**src/adcrt_pkg.sv**
```systemverilog
// adcrt_pkg: register map, field positions and reset values of the converter register block
// assumes a 32-bit axi4-lite slave; printed offsets are indices, byte address = 4 * index
package adcrt_pkg;
   localparam logic [7:0]  IDX_RESULT_LOW     = 8'h00;
   localparam logic [7:0]  IDX_RESULT_HIGH    = 8'h01;
   localparam logic [7:0]  IDX_CONTROL_B      = 8'h02;
   localparam logic [7:0]  IDX_CONTROL_A      = 8'h03;
   localparam logic [7:0]  IDX_DISABLE_FIRST  = 8'h60;
   localparam logic [7:0]  IDX_DISABLE_SECOND = 8'h61;
   localparam logic [7:0]  IDX_DISABLE_THIRD  = 8'h62;
   localparam logic [7:0]  IDX_PORT_INPUT     = 8'h63;
   localparam int          CTLB_LEFT_ADJUST   = 3;
   localparam logic [7:0]  CTLB_WRITE_MASK    = 8'hcf;
   localparam logic [7:0]  DIS_FIRST_MASK     = 8'hff;
   localparam logic [7:0]  DIS_SECOND_MASK    = 8'h0f;
   localparam logic [7:0]  DIS_THIRD_MASK     = 8'h07;
   localparam int          CTLA_ENABLE        = 7;
   localparam int          CTLA_AUTO_TRIGGER  = 5;
   localparam int          CTLA_DONE_FLAG     = 4;
   localparam logic [7:0]  RESET_BYTE         = 8'h00;
   localparam logic [1:0]  RESP_OKAY          = 2'b00;
   localparam logic [1:0]  RESP_SLVERR        = 2'b10;
   localparam int          CHANNELS           = 12;
   localparam int          FIRST_CHAN_LSB     = 3;
   typedef enum logic [2:0] {
      ADCRT_SRC_FREE   = 3'h0,
      ADCRT_SRC_COMP   = 3'h1,
      ADCRT_SRC_EXT0   = 3'h2,
      ADCRT_SRC_T0CMPA = 3'h3,
      ADCRT_SRC_T0OVF  = 3'h4,
      ADCRT_SRC_T1CMPB = 3'h5,
      ADCRT_SRC_T1OVF  = 3'h6,
      ADCRT_SRC_T1CAP  = 3'h7
   } adcrt_src_t;
endpackage : adcrt_pkg

```
**src/adcrt_top.sv**
```systemverilog
// adcrt_top: converter result, trigger and input-disable registers behind axi4-lite
// assumes trigger flags and core done pulse are on aclk; port pins are asynchronous
// Behaviour
// right adjust: bits 7:0 in low byte, 9:8 in high bits 1:0
// left adjust: bits 9:2 in high byte, 1:0 in low bits 7:6
// after low byte read, result bytes frozen until high byte read
// software reads low byte first unless left adjusted at 8 bits
// left-adjust change alters presentation immediately
// trigger source field acts only while auto triggering is enabled
// auto trigger starts conversion on rising edge of selected flag
// switching from clear to set source counts as rising edge
// selecting free running never triggers by itself
// source codes: free, comparator, ext0, t0 A, t0 ovf, t1 B, t1 ovf, t1 cap
// disable bit one turns off pin input buffer; first reg bits 7:3 ch4..0
// disabled channel reads zero in port input register
// second reg bits 3:0 ch8..5, third bits 2:0 ch11..9, rest zero
// software writes zero to control b bits 5:4
// software writes zero to control b bits 7:6; the write mask keeps bits 7:6 as written
// software should disable inputs of analog-only pins
// auto trigger active only while enable is one
// result completing while locked is discarded
`timescale 1ns/10ps
module adcrt_top
   import adcrt_pkg::*;
#(
   parameter int RES_W = 10
)(
   input  wire logic             aclk,            // system clock
   input  wire logic             aresetn,         // sync reset, active low
   input  wire logic [9:0]       s_axi_awaddr,    // write address
   input  wire logic             s_axi_awvalid,   // write address valid
   output logic                  s_axi_awready,   // write address ready
   input  wire logic [31:0]      s_axi_wdata,     // write data
   input  wire logic [3:0]       s_axi_wstrb,     // write strobes
   input  wire logic             s_axi_wvalid,    // write data valid
   output logic                  s_axi_wready,    // write data ready
   output logic      [1:0]       s_axi_bresp,     // write response
   output logic                  s_axi_bvalid,    // write response valid
   input  wire logic             s_axi_bready,    // write response ready
   input  wire logic [9:0]       s_axi_araddr,    // read address
   input  wire logic             s_axi_arvalid,   // read address valid
   output logic                  s_axi_arready,   // read address ready
   output logic      [31:0]      s_axi_rdata,     // read data
   output logic      [1:0]       s_axi_rresp,     // read response
   output logic                  s_axi_rvalid,    // read data valid
   input  wire logic             s_axi_rready,    // read data ready
   input  wire logic             conv_done,       // core conversion complete pulse
   input  wire logic [RES_W-1:0] conv_value,      // core result
   input  wire logic             conv_busy,       // core conversion in progress
   input  wire logic [7:1]       trig_flags,      // source flags 1..7
   input  wire logic [CHANNELS-1:0] pin_level,    // raw channel pin levels
   output logic                  conv_start,      // one-cycle start to core
   output logic                  converter_enable,// core enable
   output logic      [CHANNELS-1:0] buf_disable   // input buffer off per channel
);
   logic       aw_hold_q, w_hold_q;
   logic [7:0] aw_idx_q;
   logic [7:0] wdata_q;
   logic       wstrb_q;
   logic [7:0] ctlb_q;
   logic [7:0] dis0_q, dis1_q, dis2_q;
   logic       conv_en_q, auto_en_q, done_flag_q;
   logic [CHANNELS-1:0] pin_s1_q, pin_s2_q;
   logic [7:0] low_byte, high_byte;
   logic       trig_start;
   logic       wr_fire, rd_fire, rd_low, rd_high, wr_ok;
   logic [7:0] ar_idx;
   logic [7:0] rd_byte;
   logic       rd_ok;
   logic [CHANNELS-1:0] dis_all;
   logic [CHANNELS-1:0] pin_view;

   // write address and data are accepted independently, then joined
   always_ff @(posedge aclk) begin
      if (!aresetn) begin
         aw_hold_q     <= 1'b0;
         w_hold_q      <= 1'b0;
         aw_idx_q      <= RESET_BYTE;
         wdata_q       <= RESET_BYTE;
         wstrb_q       <= 1'b0;
         s_axi_awready <= 1'b0;
         s_axi_wready  <= 1'b0;
         s_axi_bvalid  <= 1'b0;
         s_axi_bresp   <= RESP_OKAY;
      end else begin
         s_axi_awready <= !aw_hold_q && !s_axi_awready && !s_axi_bvalid && s_axi_awvalid;
         s_axi_wready  <= !w_hold_q && !s_axi_wready && !s_axi_bvalid && s_axi_wvalid;
         if (s_axi_awvalid && s_axi_awready) begin
            aw_hold_q <= 1'b1;
            aw_idx_q  <= s_axi_awaddr[9:2];
         end
         if (s_axi_wvalid && s_axi_wready) begin
            w_hold_q <= 1'b1;
            wdata_q  <= s_axi_wdata[7:0];
            wstrb_q  <= s_axi_wstrb[0];
         end
         if (wr_fire) begin
            aw_hold_q    <= 1'b0;
            w_hold_q     <= 1'b0;
            s_axi_bvalid <= 1'b1;
            s_axi_bresp  <= wr_ok ? RESP_OKAY : RESP_SLVERR;
         end else if (s_axi_bvalid && s_axi_bready) begin
            s_axi_bvalid <= 1'b0;
         end
      end
   end

   always_comb begin
      wr_fire = aw_hold_q && w_hold_q && !s_axi_bvalid;
      wr_ok   = (aw_idx_q == IDX_RESULT_LOW) || (aw_idx_q == IDX_RESULT_HIGH)
                || (aw_idx_q == IDX_CONTROL_B) || (aw_idx_q == IDX_CONTROL_A)
                || (aw_idx_q == IDX_DISABLE_FIRST) || (aw_idx_q == IDX_DISABLE_SECOND)
                || (aw_idx_q == IDX_DISABLE_THIRD) || (aw_idx_q == IDX_PORT_INPUT);
   end

   // control b bits 5:4 and the unused upper bits of the second and third disable regs are forced to zero
   always_ff @(posedge aclk) begin
      if (!aresetn) begin
         ctlb_q <= RESET_BYTE;
         dis0_q <= RESET_BYTE;
         dis1_q <= RESET_BYTE;
         dis2_q <= RESET_BYTE;
      end else if (wr_fire && wstrb_q) begin
         if (aw_idx_q == IDX_CONTROL_B) begin
            ctlb_q <= wdata_q & CTLB_WRITE_MASK;
         end else if (aw_idx_q == IDX_DISABLE_FIRST) begin
            dis0_q <= wdata_q & DIS_FIRST_MASK;
         end else if (aw_idx_q == IDX_DISABLE_SECOND) begin
            dis1_q <= wdata_q & DIS_SECOND_MASK;
         end else if (aw_idx_q == IDX_DISABLE_THIRD) begin
            dis2_q <= wdata_q & DIS_THIRD_MASK;
         end
      end
   end

   // control a: enable, auto trigger, done flag (write one clears; set wins)
   always_ff @(posedge aclk) begin
      if (!aresetn) begin
         conv_en_q   <= 1'b0;
         auto_en_q   <= 1'b0;
         done_flag_q <= 1'b0;
      end else begin
         if (wr_fire && wstrb_q && aw_idx_q == IDX_CONTROL_A) begin
            conv_en_q <= wdata_q[CTLA_ENABLE];
            auto_en_q <= wdata_q[CTLA_AUTO_TRIGGER];
         end
         if (conv_done) begin
            done_flag_q <= 1'b1;
         end else if (wr_fire && wstrb_q && aw_idx_q == IDX_CONTROL_A
                      && wdata_q[CTLA_DONE_FLAG]) begin
            done_flag_q <= 1'b0;
         end
      end
   end

   // pins are asynchronous, so two stages before masking
   always_ff @(posedge aclk) begin
      if (!aresetn) begin
         pin_s1_q <= '0;
         pin_s2_q <= '0;
      end else begin
         pin_s1_q <= pin_level;
         pin_s2_q <= pin_s1_q;
      end
   end

   always_comb begin
      dis_all  = {dis2_q[2:0], dis1_q[3:0], dis0_q[7:FIRST_CHAN_LSB]};
      pin_view = pin_s2_q & ~dis_all;
   end

   always_comb begin
      ar_idx  = s_axi_araddr[9:2];
      rd_fire = s_axi_arvalid && s_axi_arready;
      rd_ok   = 1'b1;
      rd_byte = RESET_BYTE;
      if (ar_idx == IDX_RESULT_LOW) begin
         rd_byte = low_byte;
      end else if (ar_idx == IDX_RESULT_HIGH) begin
         rd_byte = high_byte;
      end else if (ar_idx == IDX_CONTROL_B) begin
         rd_byte = ctlb_q;
      end else if (ar_idx == IDX_CONTROL_A) begin
         rd_byte = {conv_en_q, conv_busy, auto_en_q, done_flag_q, 4'h0};
      end else if (ar_idx == IDX_DISABLE_FIRST) begin
         rd_byte = dis0_q;
      end else if (ar_idx == IDX_DISABLE_SECOND) begin
         rd_byte = dis1_q;
      end else if (ar_idx == IDX_DISABLE_THIRD) begin
         rd_byte = dis2_q;
      end else if (ar_idx == IDX_PORT_INPUT) begin
         rd_byte = pin_view[7:0];
      end else begin
         rd_ok = 1'b0;
      end
      rd_low  = rd_fire && (ar_idx == IDX_RESULT_LOW);
      rd_high = rd_fire && (ar_idx == IDX_RESULT_HIGH);
   end

   always_ff @(posedge aclk) begin
      if (!aresetn) begin
         s_axi_arready <= 1'b0;
         s_axi_rvalid  <= 1'b0;
         s_axi_rdata   <= 32'h0000_0000;
         s_axi_rresp   <= RESP_OKAY;
      end else begin
         s_axi_arready <= s_axi_arvalid && !s_axi_arready && !s_axi_rvalid;
         if (rd_fire) begin
            s_axi_rvalid <= 1'b1;
            s_axi_rdata  <= {24'h00_0000, rd_byte};
            s_axi_rresp  <= rd_ok ? RESP_OKAY : RESP_SLVERR;
         end else if (s_axi_rvalid && s_axi_rready) begin
            s_axi_rvalid <= 1'b0;
         end
      end
   end

   adcrt_result #(.RES_W(RES_W)) u_result (
      .aclk      (aclk),
      .aresetn   (aresetn),
      .done      (conv_done),
      .value     (conv_value),
      .left_adj  (ctlb_q[CTLB_LEFT_ADJUST]),
      .rd_low    (rd_low),
      .rd_high   (rd_high),
      .low_byte  (low_byte),
      .high_byte (high_byte),
      .locked    ()
   );

   adcrt_trigger u_trigger (
      .aclk      (aclk),
      .aresetn   (aresetn),
      .auto_en   (auto_en_q),
      .conv_en   (conv_en_q),
      .sel       (ctlb_q[2:0]),
      .src_flags ({trig_flags, done_flag_q}),
      .start     (trig_start)
   );

   // outputs registered; locked only matters inside the result holder
   always_ff @(posedge aclk) begin
      if (!aresetn) begin
         conv_start       <= 1'b0;
         converter_enable <= 1'b0;
         buf_disable      <= '0;
      end else begin
         conv_start       <= trig_start;
         converter_enable <= conv_en_q;
         buf_disable      <= dis_all;
      end
   end
endmodule : adcrt_top

```
**src/adcrt_trigger.sv**
```systemverilog
// adcrt_trigger: selects the auto-trigger source flag and detects its rising edge
// assumes source flags are synchronous to aclk
`timescale 1ns/10ps
module adcrt_trigger
   import adcrt_pkg::*;
(
   input  wire logic       aclk,          // system clock
   input  wire logic       aresetn,       // sync reset, active low
   input  wire logic       auto_en,       // auto_trigger_enable
   input  wire logic       conv_en,       // converter_enable
   input  wire logic [2:0] sel,           // trigger_source_select
   input  wire logic [7:0] src_flags,     // flags; bit 0 is conversion_done_flag
   output logic            start          // one-cycle conversion start
);
   logic sel_flag;
   logic sel_flag_q;
   logic free_q;

   // free running repeats on the done flag; switching into it must not fire
   always_comb begin
      sel_flag = src_flags[sel];
   end

   always_ff @(posedge aclk) begin
      if (!aresetn) begin
         sel_flag_q <= 1'b0;
         free_q     <= 1'b0;
      end else begin
         sel_flag_q <= sel_flag;
         free_q     <= (adcrt_src_t'(sel) == ADCRT_SRC_FREE);
      end
   end

   // edge is on the selected signal, so a switch to a set flag other than free running also fires
   always_comb begin
      start = auto_en && conv_en && sel_flag && !sel_flag_q
              && !((adcrt_src_t'(sel) == ADCRT_SRC_FREE) && !free_q);
   end
endmodule : adcrt_trigger

```
**src/adcrt_result.sv**
```systemverilog
// adcrt_result: holds the conversion result, applies the read lock, formats both bytes
// assumes read strobes are one-cycle pulses from the bus slave
`timescale 1ns/10ps
module adcrt_result
   import adcrt_pkg::*;
#(
   parameter int RES_W = 10
)(
   input  wire logic             aclk,        // system clock
   input  wire logic             aresetn,     // sync reset, active low
   input  wire logic             done,        // conversion complete pulse
   input  wire logic [RES_W-1:0] value,       // result from core
   input  wire logic             left_adj,    // result_left_adjust
   input  wire logic             rd_low,      // low byte read pulse
   input  wire logic             rd_high,     // high byte read pulse
   output logic      [7:0]       low_byte,    // result_low_byte view
   output logic      [7:0]       high_byte,   // result_high_byte view
   output logic                  locked       // updates blocked
);
   logic [RES_W-1:0] res_q;
   logic             lock_q;

   always_ff @(posedge aclk) begin
      if (!aresetn) begin
         lock_q <= 1'b0;
      end else if (rd_low) begin
         lock_q <= 1'b1;
      end else if (rd_high) begin
         lock_q <= 1'b0;
      end
   end

   // a result arriving while locked is dropped, not queued
   always_ff @(posedge aclk) begin
      if (!aresetn) begin
         res_q <= '0;
      end else if (done && !lock_q && !rd_low) begin
         res_q <= value;
      end
   end

   // presentation is combinational so the adjust bit acts at once
   always_comb begin
      if (left_adj) begin
         high_byte = res_q[9:2];
         low_byte  = {res_q[1:0], 6'h00};
      end else begin
         high_byte = {6'h00, res_q[9:8]};
         low_byte  = res_q[7:0];
      end
      locked = lock_q;
   end
endmodule : adcrt_result

```
**config.mk**
```make
export PLATFORM = sky130hd
export DESIGN_NAME = adcrt_top
export DESIGN_NICKNAME = d
export VERILOG_FILES = /design/src/adcrt_pkg.sv /design/src/adcrt_top.sv /design/src/adcrt_trigger.sv /design/src/adcrt_result.sv
export SDC_FILE = /design/constraint.sdc
export NUM_CORES = 1
export LEC_CHECK = 0
export ABC_AREA = 1
export BUFFER_PORTS_ARGS = -buffer_cell sky130_fd_sc_hd__buf_4
export CORE_MARGIN = 10
export CORE_UTILIZATION = 35
export CTS_CLUSTER_DIAMETER = 40
export DETAILED_ROUTE_END_ITERATION = 8
export PLACE_DENSITY = 0.67
export REMOVE_ABC_BUFFERS = 1
export SETUP_SLACK_MARGIN = 0.2
export SLEW_MARGIN = 20
export SYNTH_ARGS = -nofsm -noshare
export SYNTH_HDL_FRONTEND = slang
export SYNTH_HIERARCHICAL = 1
export SYNTH_SLANG_ARGS = --single-unit
```
**constraint.sdc**
```tcl
create_clock -name aclk -period 1.6 [get_ports aclk]
set_input_delay 0.24 -clock aclk [delete_from_list [all_inputs] [get_ports aclk]]
set_output_delay 0.24 -clock aclk [all_outputs]
set_load 0.01 [all_outputs]
```
# After elaboration in Yosys (flattened, before gate mapping)
# Cells that the tools add are included.
word_totals:
  ff_bits: 103
  inputBits: 94
  out_inout_bits: 55
  elab_cells: 138
classes:
  n_lt_le_gt_ge: 1
  n_eq_ne: 14
  mux: 30
  n_bitwise: 6
  n_reduce_logical: 58
op_table:
  columns: ["operator", "count"]
  rows:
  - ["two-way mux 8 bit", 10]
  - ["== test 8 x 7 -> 1 bit, second input constant", 8]
  - ["== test 8 x 2 -> 1 bit, second input constant", 4]
  - ["logical AND 1 bit", 27]
  - ["two-way mux 1 bit", 17]
  - ["== test 8 x 1 -> 1 bit, second input constant", 2]
  - ["zero test 8 bit", 2]
  - ["zero test 1 bit", 12]
  - ["AND 8 bit", 1]
  - ["inverter 8 bit", 1]
  - ["nonzero test 2 bit", 4]
  - ["logical OR 1 bit", 7]
  - ["AND reduction 5 bit", 1]
  - ["less-than comparator 3 x 4 -> 1 bit, second input constant", 1]
  - ["two-way mux 2 bit", 2]
  - ["inverter 1 bit", 4]
  - ["AND reduction 4 bit", 1]
  - ["binary-select mux 1 bit (select 3 bit)", 1]
  - ["zero test 3 bit", 1]
  - ["AND reduction 3 bit", 1]
  - ["AND reduction 2 bit", 1]
  - ["OR reduction 2 bit", 1]

# Depth between registers and ports, before layout
# Gate-level depths: netlist of the first run.
logic_depth:
  word_depth: 10
  mapped_depth: 10
  ltp_nobuf: 10

# Hierarchy
# The synthesis of the first run kept the hierarchy.
by_module_without_submodules:
  columns: ["module", "instances", "cells_each", "area_each_um2"]
  rows:
  - ["adcrt_top", 1, 511, 3748.6]
  - ["adcrt_result", 1, 104, 648.1]
  - ["adcrt_trigger", 1, 36, 177.7]

# Worst setup path after synthesis of the first run
# OpenSTA, ideal clock, no wires.
synth_timing:
  kind: "flip-flop to flip-flop"
  start: "register s_axi_arready"
  end: "register u_result.res_q[0]"
  setup_time_ns: 0.115
  t_arrival_ns: 1.277
  slack_ns: 0.208
  path_stages_with_launch: 9
  n_path_buf: 1
  path_cell_list: "dfxtp_1 > nand2_1 > inv_1 > nand2_1 > inv_2 > nor2_4 > buf_6 > a21oi_1 > nor2_1"
synth_between:
  elab_chain_cells: 4
synth_lines:
  columns: ["item", "line_no", "source"]
  rows:
  - ["from (decl)", "adcrt_top.sv:42", "output logic s_axi_arready,"]
  - ["from (signal assigned)", "adcrt_top.sv:207", "s_axi_arready <= s_axi_arvalid && !s_axi_arready && !s_axi_rvalid;"]
  - ["logical AND 1 bit", "adcrt_top.sv:174", "rd_fire = s_axi_arvalid && s_axi_arready;"]
  - ["logical AND 1 bit", "adcrt_top.sv:196", "rd_low = rd_fire && (ar_idx == IDX_RESULT_LOW);"]
  - ["net rd_low", "adcrt_top.sv:66", "logic wr_fire, rd_fire, rd_low, rd_high, wr_ok;"]
  - ["zero test 1 bit", "adcrt_result.sv:37", "end else if (done && !lock_q && !rd_low) begin"]
  - ["logical AND 1 bit", "adcrt_result.sv:37", null]
  - ["to (signal assigned)", "adcrt_result.sv:38", "res_q <= value;"]
  - ["to (decl)", "adcrt_result.sv:20", "logic [RES_W-1:0] res_q;"]
# The timed path passes the listed nets, and every way through them passes these cells.
# A chain may end at the register's enable or synchronous reset.

# Final worst setup path of the first run
layout_timing:
  start: "register aw_idx_q[1]"
  end: "register dis1_q[3]"
layout_between:
  elab_chain_cells: 3
  word_cells_on_any_way: 6
  cone_classes: "eq/ne: 3; bitwise: 2; reduce/logical: 1"
layout_lines:
  columns: ["item", "line_no", "source"]
  rows:
  - ["from (decl)", "adcrt_top.sv:57", "logic [7:0] aw_idx_q;"]
  - ["from (signal assigned)", "adcrt_top.sv:90", "aw_idx_q <= s_axi_awaddr[9:2];"]
  - ["== test 8 x 7 -> 1 bit or == test 8 x 2 -> 1 bit (tied branches)", "adcrt_top.sv:126, adcrt_top.sv:124", null]
  - ["inverter 1 bit (no source line)", null, null]
  - ["AND reduction 4 bit (no source line) (*)", null, null]
  - ["to (signal assigned)", "adcrt_top.sv:129", "dis1_q <= wdata_q & DIS_SECOND_MASK;"]
  - ["to (decl)", "adcrt_top.sv:61", "logic [7:0] dis0_q, dis1_q, dis2_q;"]
# Every way passes the cells marked *; elsewhere a longest branch is shown, timed or not.

==> results of run 1 <==
[layout make-up]
class	count	area (um^2)	area share [%]
clock buffers	9	225	3.85
clock inverters	7	70.1	1.20
inverters	116	443	7.56
multi-input cells	416	2040	34.8
flip-flops and latches	101	2030	34.6
well taps	172	215	3.68
repair buffers	108	835	14.3
[logic make-up (layout without fill, tap and decap cells)]
logic type	after synthesis	after routing
compound gates	112	112
simple gates	275	278
other cells	1	26
buf+inv	162	240
flops	101	101
[power groups by stage]
stage	clock network [mW]	registers, mW	logic, mW
3_5_place_dp	0	2.70	0.461
6_report	2.14	2.65	0.490
2_1_floorplan	0	2.69	0.227
5_1_grt	2.30	2.66	0.554
3_3_place_gp	0	2.70	0.456
4_1_cts	2.21	2.64	0.476
[critical path, delay by kind of cell, from the launching register on]
family                 cells  cell delay, ns
AND/OR/NAND/NOR            6            0.64
buffers and inverters      1            0.13
AO/OA/AOI/OAI              1            0.18
flip-flops                 1            0.34
[final timing paths]
check | slack [ns] | end | from
max | 0.21 | dis1_q[3] | aw_idx_q[1]
min | 0.06 | pin_s1_q[3] | pin_level[3]
max reg2reg | 0.21 | dis1_q[3] | aw_idx_q[1]
min reg2reg | 0.41 | pin_s2_q[1] | pin_s1_q[1]
[through the flow]
stage / cell area, um^2 / power [mW] / setup slack (ns) / hold slack [ns] / instances
after floorplan: 4350 / 2.92 / 0.157 / 0.333 / 630
after global placement: 5360 / 3.15 / 0.0834 / 0.394 / 906
after detailed placement: 5360 / 3.16 / 0.0670 / 0.399 / 906
after CTS: 5720 / 5.32 / 0.174 / 0.0479 / 925
after global routing: 5860 / 5.51 / 0.119 / 0.0594 / 929
final: 5860 / 5.28 / 0.210 / 0.0593 / 929
[repair_timing]
| item | CTS | global route |
|---|---|---|
| endpoints found under the setup margin | 16 | 34 |
| setup buffers | 2 | 2 |
| cloned | 1 | 2 |
| pin swaps | 5 | 14 |
| resized for setup | 15 | 42 |
[flip-flops by register name, indices dropped and copies added (netlist names), 3 cells and up]
register        flops
dis0_q              8
dis1_q              4
u_result/res_q     10
pin_s1_q            8
s_axi_rdata         8
pin_s2_q            8
buf_disable        12
dis2_q              3
ctlb_q              6
wdata_q             8
aw_idx_q            8
[cells in the final DEF (no fill, tap or decap), types with 8 or more instances in the layout]
master,synthesis,routed
nor2_4,3,9
inv_2,7,11
nand3_1,31,30
nand2_1,122,117
o21ai_0,40,29
nor2_1,92,90
clkbuf_16,0,9
o21ai_1,1,8
inv_1,109,103
dfxtp_1,101,96
buf_4,27,104
a21oi_1,55,51
conb_1,1,26
[routing by layer]
| layer | vias up | wire length (um) | GRT usage (%) |
|---|---|---|---|
| met5 | - | 0 | 0 |
| met4 | 0 | 130 | 3.45 |
| met3 | 11 | 801 | 5.04 |
| met2 | 93 | 5550 | 20.9 |
| met1 | 1827 | 5300 | 15.1 |
| li1 | 2175 | - | - |
==> metrics.yaml, run 1 <==
cts_tree: "yes"
slowest_delay_ns: 0.34
diodes: 0
clkTransAtPathRegs_ns: 0.08
via_per_inst: 4.42
grt_max_degree: 34
wl_per_cell_um: 12.7
dp_hpwl_um: 8780
r2r_cells: 8
report.final.hold_viol_count: 0
clock_latency_ns: 0.35
vdd_drop_max_v: 0.000505
fill_cells: 1375
endpoint_kind: "register"
track_usage_pct: 12.7
arrival_ns: 1.65
antenna_left: 0
synth_seq_cells: 101
synth_cell_types: 34
p_sw_mw: 1.37
grt_overflow_total: 0
core_um2: 12700
yosysSeqAreaShare_pct: 44.2
maxSlewViolCount: 0
synth_cells: 651
holdBufCountCts: 0
p_int_mw: 3.91
nNetsFinal: 846
synth_area_leader_cell: "dfxtp_1"
cts_max_level: 3
cts.sink_count: 101
vias: 4106
synth_common_cells: "nand2_1 (122), inv_1 (109), dfxtp_1 (101)"
synth_most_common_cell: "nand2_1"
period_needed_ns: 1.39
worstPathCellList: "inv_1 > nor2_4 > nand2_2 > nor2_4 > nor2_4 > nand3b_1 > o21ai_1 > nor2_1"
synthesis.area_um2: 4570
final_core_util_pct: 46.0
async_flop_share_pct: 0
status: "finished, final reports clean"
p_comb_share_pct: 9.3
syn_avg_cell_area_um2: 7.03
io_pins: 149
routed_wl_um: 11800
skew_ns: 0.00630
drcViolationCount: 0
fp-row-count: 41
synthMuxAreaShare_pct: 0
critPathMaxFanout: 4
synthTopCellsByArea: "dfxtp_1 (44%), nand2_1 (10%), inv_1 (8.9%)"
cts_made_buffers: 9
p_leak_nw: 2.91
initial_utilization_pct: 36.0
criticalPathCategory: "reg -> reg"
synthSimpleGateAreaFrac_pct: 25.8
rsz0062_at_grt: "yes"
slowest_stage: "dfxtp_2"
clockBufferDepth: 2
synth_fa_ha_area_share_pct: 0
synth_enable_flop_cells: 0
numPortBuffers: 87
synth_top_family_by_area: "simple AND/OR/NAND/NOR gates"
grt_first_pass_wirelength_um: 18900
drive_gt1_share_pct: 24.3
dieHeight_um: 134
relSlewSlack_pct: 64.5
yosysWarningCount: 6
dr.pass1.iters: 5
place_congestion: 0.867
synthXorXnorAreaFrac_pct: 0
synthDominantCellAreaShare_pct: 44.2
power.share.switching_pct: 26.0
drv_cap: 0
p_seq_share_pct: 50.1
setup_tns_ns: 0
clockPowerShare_pct: 40.6
antenna_found_initial: 0
clock.fmax_mhz: 719
tightest_slew_ns: 0.533
grt_pass1_vias: 3944
dieArea_um2: 18000
start_kind: "register"
ys.flop_type: "dfxtp_1"
synth_compound_area_share_pct: 13.4
worstPathRequired_ns: 1.86
cp_common_cell: "nor2_4"
final.period_utilization_pct: 86.9
dieWidth_um: 134
power_density_nw_per_um2: 901
finalSetupViolations: 0
worstHoldPathCells: 3
drtIter0Drc: 183
area_growth_pct: 28.0
root_buffer: "clkbuf_16"
hold_class: "in -> reg"
No activity file was read; power rests on OpenSTA's default activity.
==> run 2: changes to the inputs <==
--- a/config.mk
+++ b/config.mk
@@ -5,7 +5,6 @@
 export SDC_FILE = /design/constraint.sdc
 export NUM_CORES = 1
 export LEC_CHECK = 0
-export ABC_AREA = 1
 export BUFFER_PORTS_ARGS = -buffer_cell sky130_fd_sc_hd__buf_4
 export CORE_MARGIN = 10
 export CORE_UTILIZATION = 35
==> metrics.yaml, run 2 <==
status: "complete, but fails checks"
violations: "setup timing"
arrival_ns: 2.03  # +0.38 ns
period_needed_ns: 1.80  # +0.409 ns
antenna_left: 0  # unchanged
wl_per_cell_um: 15.5  # +22%
drv_cap: 0  # unchanged
use_met3_pct: 2.26  # -2.8 points
drcViolationCount: 0  # unchanged
yosysWarningCount: 6  # unchanged
antenna_found_initial: 0  # unchanged
syn_avg_cell_area_um2: 8.76  # +25%
synth_area_leader_cell: "dfxtp_1"
hold_class: "in -> reg"
fp-row-count: 41  # unchanged
place_congestion: 0.849  # -2.1%
maxSlewViolCount: 0  # unchanged
finalWorstSetupSlack_ns: -0.200  # -0.409 ns
dieWidth_um: 134  # -0.50%
setup_tns_ns: -2.14  # -2.14 ns
cts_max_level: 3  # unchanged
stdcell_count: 803  # -14%
numPortBuffers: 87  # unchanged
most-common-layout-cells: "buf_4 (122), dfxtp_1 (96), nand2_1 (62)"
grt_overflow_total: 0  # unchanged
power_density_nw_per_um2: 916  # +1.6%
clockBufferDepth: 2  # unchanged
top_regs: "buf_disable (12), u_result/res_q (10)"
dp.cells: 783  # -14%
cp-endpoint: "dis0_q[6]"
grtUsageMet1_pct: 17.2  # +2.1 points
power_mw: 5.52  # +4.6%
r2r_end: "dis0_q[6]"
dp_hpwl_um: 9350  # +6.5%
core_um2: 12600  # -0.81%
cts_tree: "yes"
synth_seq_cells: 101  # unchanged
use_met2_pct: 22.3  # +1.4 points
largest_reg_flops: 12  # unchanged
hold_ws_ns: 0.0985  # +0.0392 ns
synthDominantCellAreaShare_pct: 44.7  # +0.53 points
track_usage_pct: 13.7  # +1.0 points
synthesis.area_um2: 4520  # -1.2%
r2r_cells: 6  # -2
r2r_slack_ns: -0.20  # -0.41 ns
endpoint_kind: "register"
vias: 3940  # -4.0%
timing.rr.start: "aw_idx_q[7]"
drive_gt1_share_pct: 29.6  # +5.3 points
clock_latency_ns: 0.34  # about the same
criticalPathCategory: "reg -> reg"
clkTransAtPathRegs_ns: 0.07  # about the same
dr.pass1.iters: 4  # -1
synth_common_cells: "dfxtp_1 (101), nand2_1 (62), a21oi_1 (51)"
finalSetupViolations: 12  # +12
p_leak_nw: 2.45  # -16%
synthTopCellsByArea: "dfxtp_1 (45%), a21oi_1 (5.6%), nand2_1 (5.1%)"
grt_max_degree: 46  # +35%
root_buffer: "clkbuf_16"
diodes: 0  # unchanged
drtIter0Drc: 264  # +44%
start_kind: "register"
critPathMaxFanout: 8  # +4
io_pins: 149  # unchanged
worstPathRequired_ns: 1.83  # -0.03 ns
routed_wl_um: 12500  # +5.7%
async_flop_share_pct: 0  # unchanged
synth_cells: 516  # -21%
via_per_inst: 4.91  # +11%
synth_most_common_cell: "dfxtp_1"
grt_first_pass_wirelength_um: 20100  # +6.5%
report.final.hold_viol_count: 0  # unchanged
grt_most_used_layer: "met2"
initial_utilization_pct: 35.8  # -0.13 points
grt_pass1_vias: 3989  # +1.1%
mostFrequentLayoutCell: "buf_4"
top_register: "buf_disable"
cts_made_buffers: 9  # unchanged
synth_enable_flop_cells: 0  # unchanged
nNetsFinal: 720  # -15%
clock.fmax_mhz: 556  # -23%
vdd_drop_max_v: 0.000483  # -4.3%
yosysSeqAreaShare_pct: 44.7  # +0.53 points
skew_ns: 0.00584  # -0.000455 ns
critPathLaunch: "aw_idx_q[7]"
rsz0062_at_grt: "yes"
area_growth_pct: 33.3
synth_cell_types: 51  # +50%
dieArea_um2: 17900  # -1.0%
final.period_utilization_pct: 112  # +26 points
post-place-ws_ns: -0.254  # -0.321 ns
dieHeight_um: 134  # -0.50%
cts.sink_count: 101  # unchanged
ys.flop_type: "dfxtp_1"
## run 2: cell count changes in the layout (fill, tap and decap cells not counted), sizes merged, moves of 10 or more
cell / previous run / this run
nor2b: 0 / 14
o21ai: 44 / 15
inv: 119 / 10
buf: 108 / 129
and2: 0 / 36
mux2i: 0 / 23
nor2: 104 / 26
nand3: 34 / 24
nand2: 125 / 62
## run 2: worst max-delay path, cell delays in order, from the launching register on
cell and delay [ns]:
dfxtp_2 0.32, or4_4 0.54, buf_6 0.14, nor4_4 0.25
buf_12 0.17, mux2i_1 0.20, nor2_1 0.06
## run 2: worst min-delay path by stage
| stage | from | to | cells past startpoint |
|---|---|---|---|
| 3_5_place_dp | pin_s1_q[3] | pin_s2_q[3] | 1 |
| 5_1_grt | pin_level[5] | pin_s1_q[5] | 2 |
| 3_3_place_gp | pin_s1_q[3] | pin_s2_q[3] | 1 |
| 4_1_cts | pin_level[5] | pin_s1_q[5] | 2 |
| 6_report | pin_level[2] | pin_s1_q[2] | 2 |
| 2_1_floorplan | aresetn | u_result/locked | 1 |
## run 2: final cells by class
type / count / area [um^2]
well taps: 172 / 215
repair buffers: 129 / 1040
flip-flops and latches: 101 / 2030
clock inverters: 5 / 82.6
fillers: 1217 / 6590
clock buffers: 11 / 243
multi-input cells: 376 / 2380
inverters: 9 / 33.8
## run 2: repair_timing
item	CTS	global route
endpoints found under the setup margin	43	42
pin swaps	10	17
hold buffers	0	0
resized for setup	29	20
buffers inserted	1	2
gates cloned	1	0
## run 2: cell families (layout without fill, tap and decap cells)
family | count (synthesis) | in the layout | share of synthesized area (%)
buffers and inverters | 65 | 154 | 8.00
AND/OR/NAND/NOR | 214 | 215 | 25.9
AO/OA/AOI/OAI | 105 | 105 | 14.5
XOR/XNOR | 1 | 1 | 0.194
multiplexers | 29 | 29 | 6.59
flip-flops | 101 | 101 | 44.7
other | 1 | 26 | 0.0830
## run 2: metal layers
metal	up-vias	wire length (um)
met5	-	0
met4	0	308
met3	23	566
met2	103	5940
met1	1838	5640
li1	1976	-
## run 2: stage by stage
stage	area, um^2	util, %
6_report	6030	47.7
5_1_grt	6030	47.7
4_1_cts	5950	47.1
3_5_place_dp	5500	43.6
3_3_place_gp	5500	43.6
2_1_floorplan	4290	-
## run 2: power by group
part / switching [mW] / leakage [nW] / internal, mW
clock network: 0.928 / 0.160 / 1.42
registers: 0.0470 / 0.825 / 2.58
logic: 0.274 / 1.46 / 0.269
total: 1.25 / 2.45 / 4.27
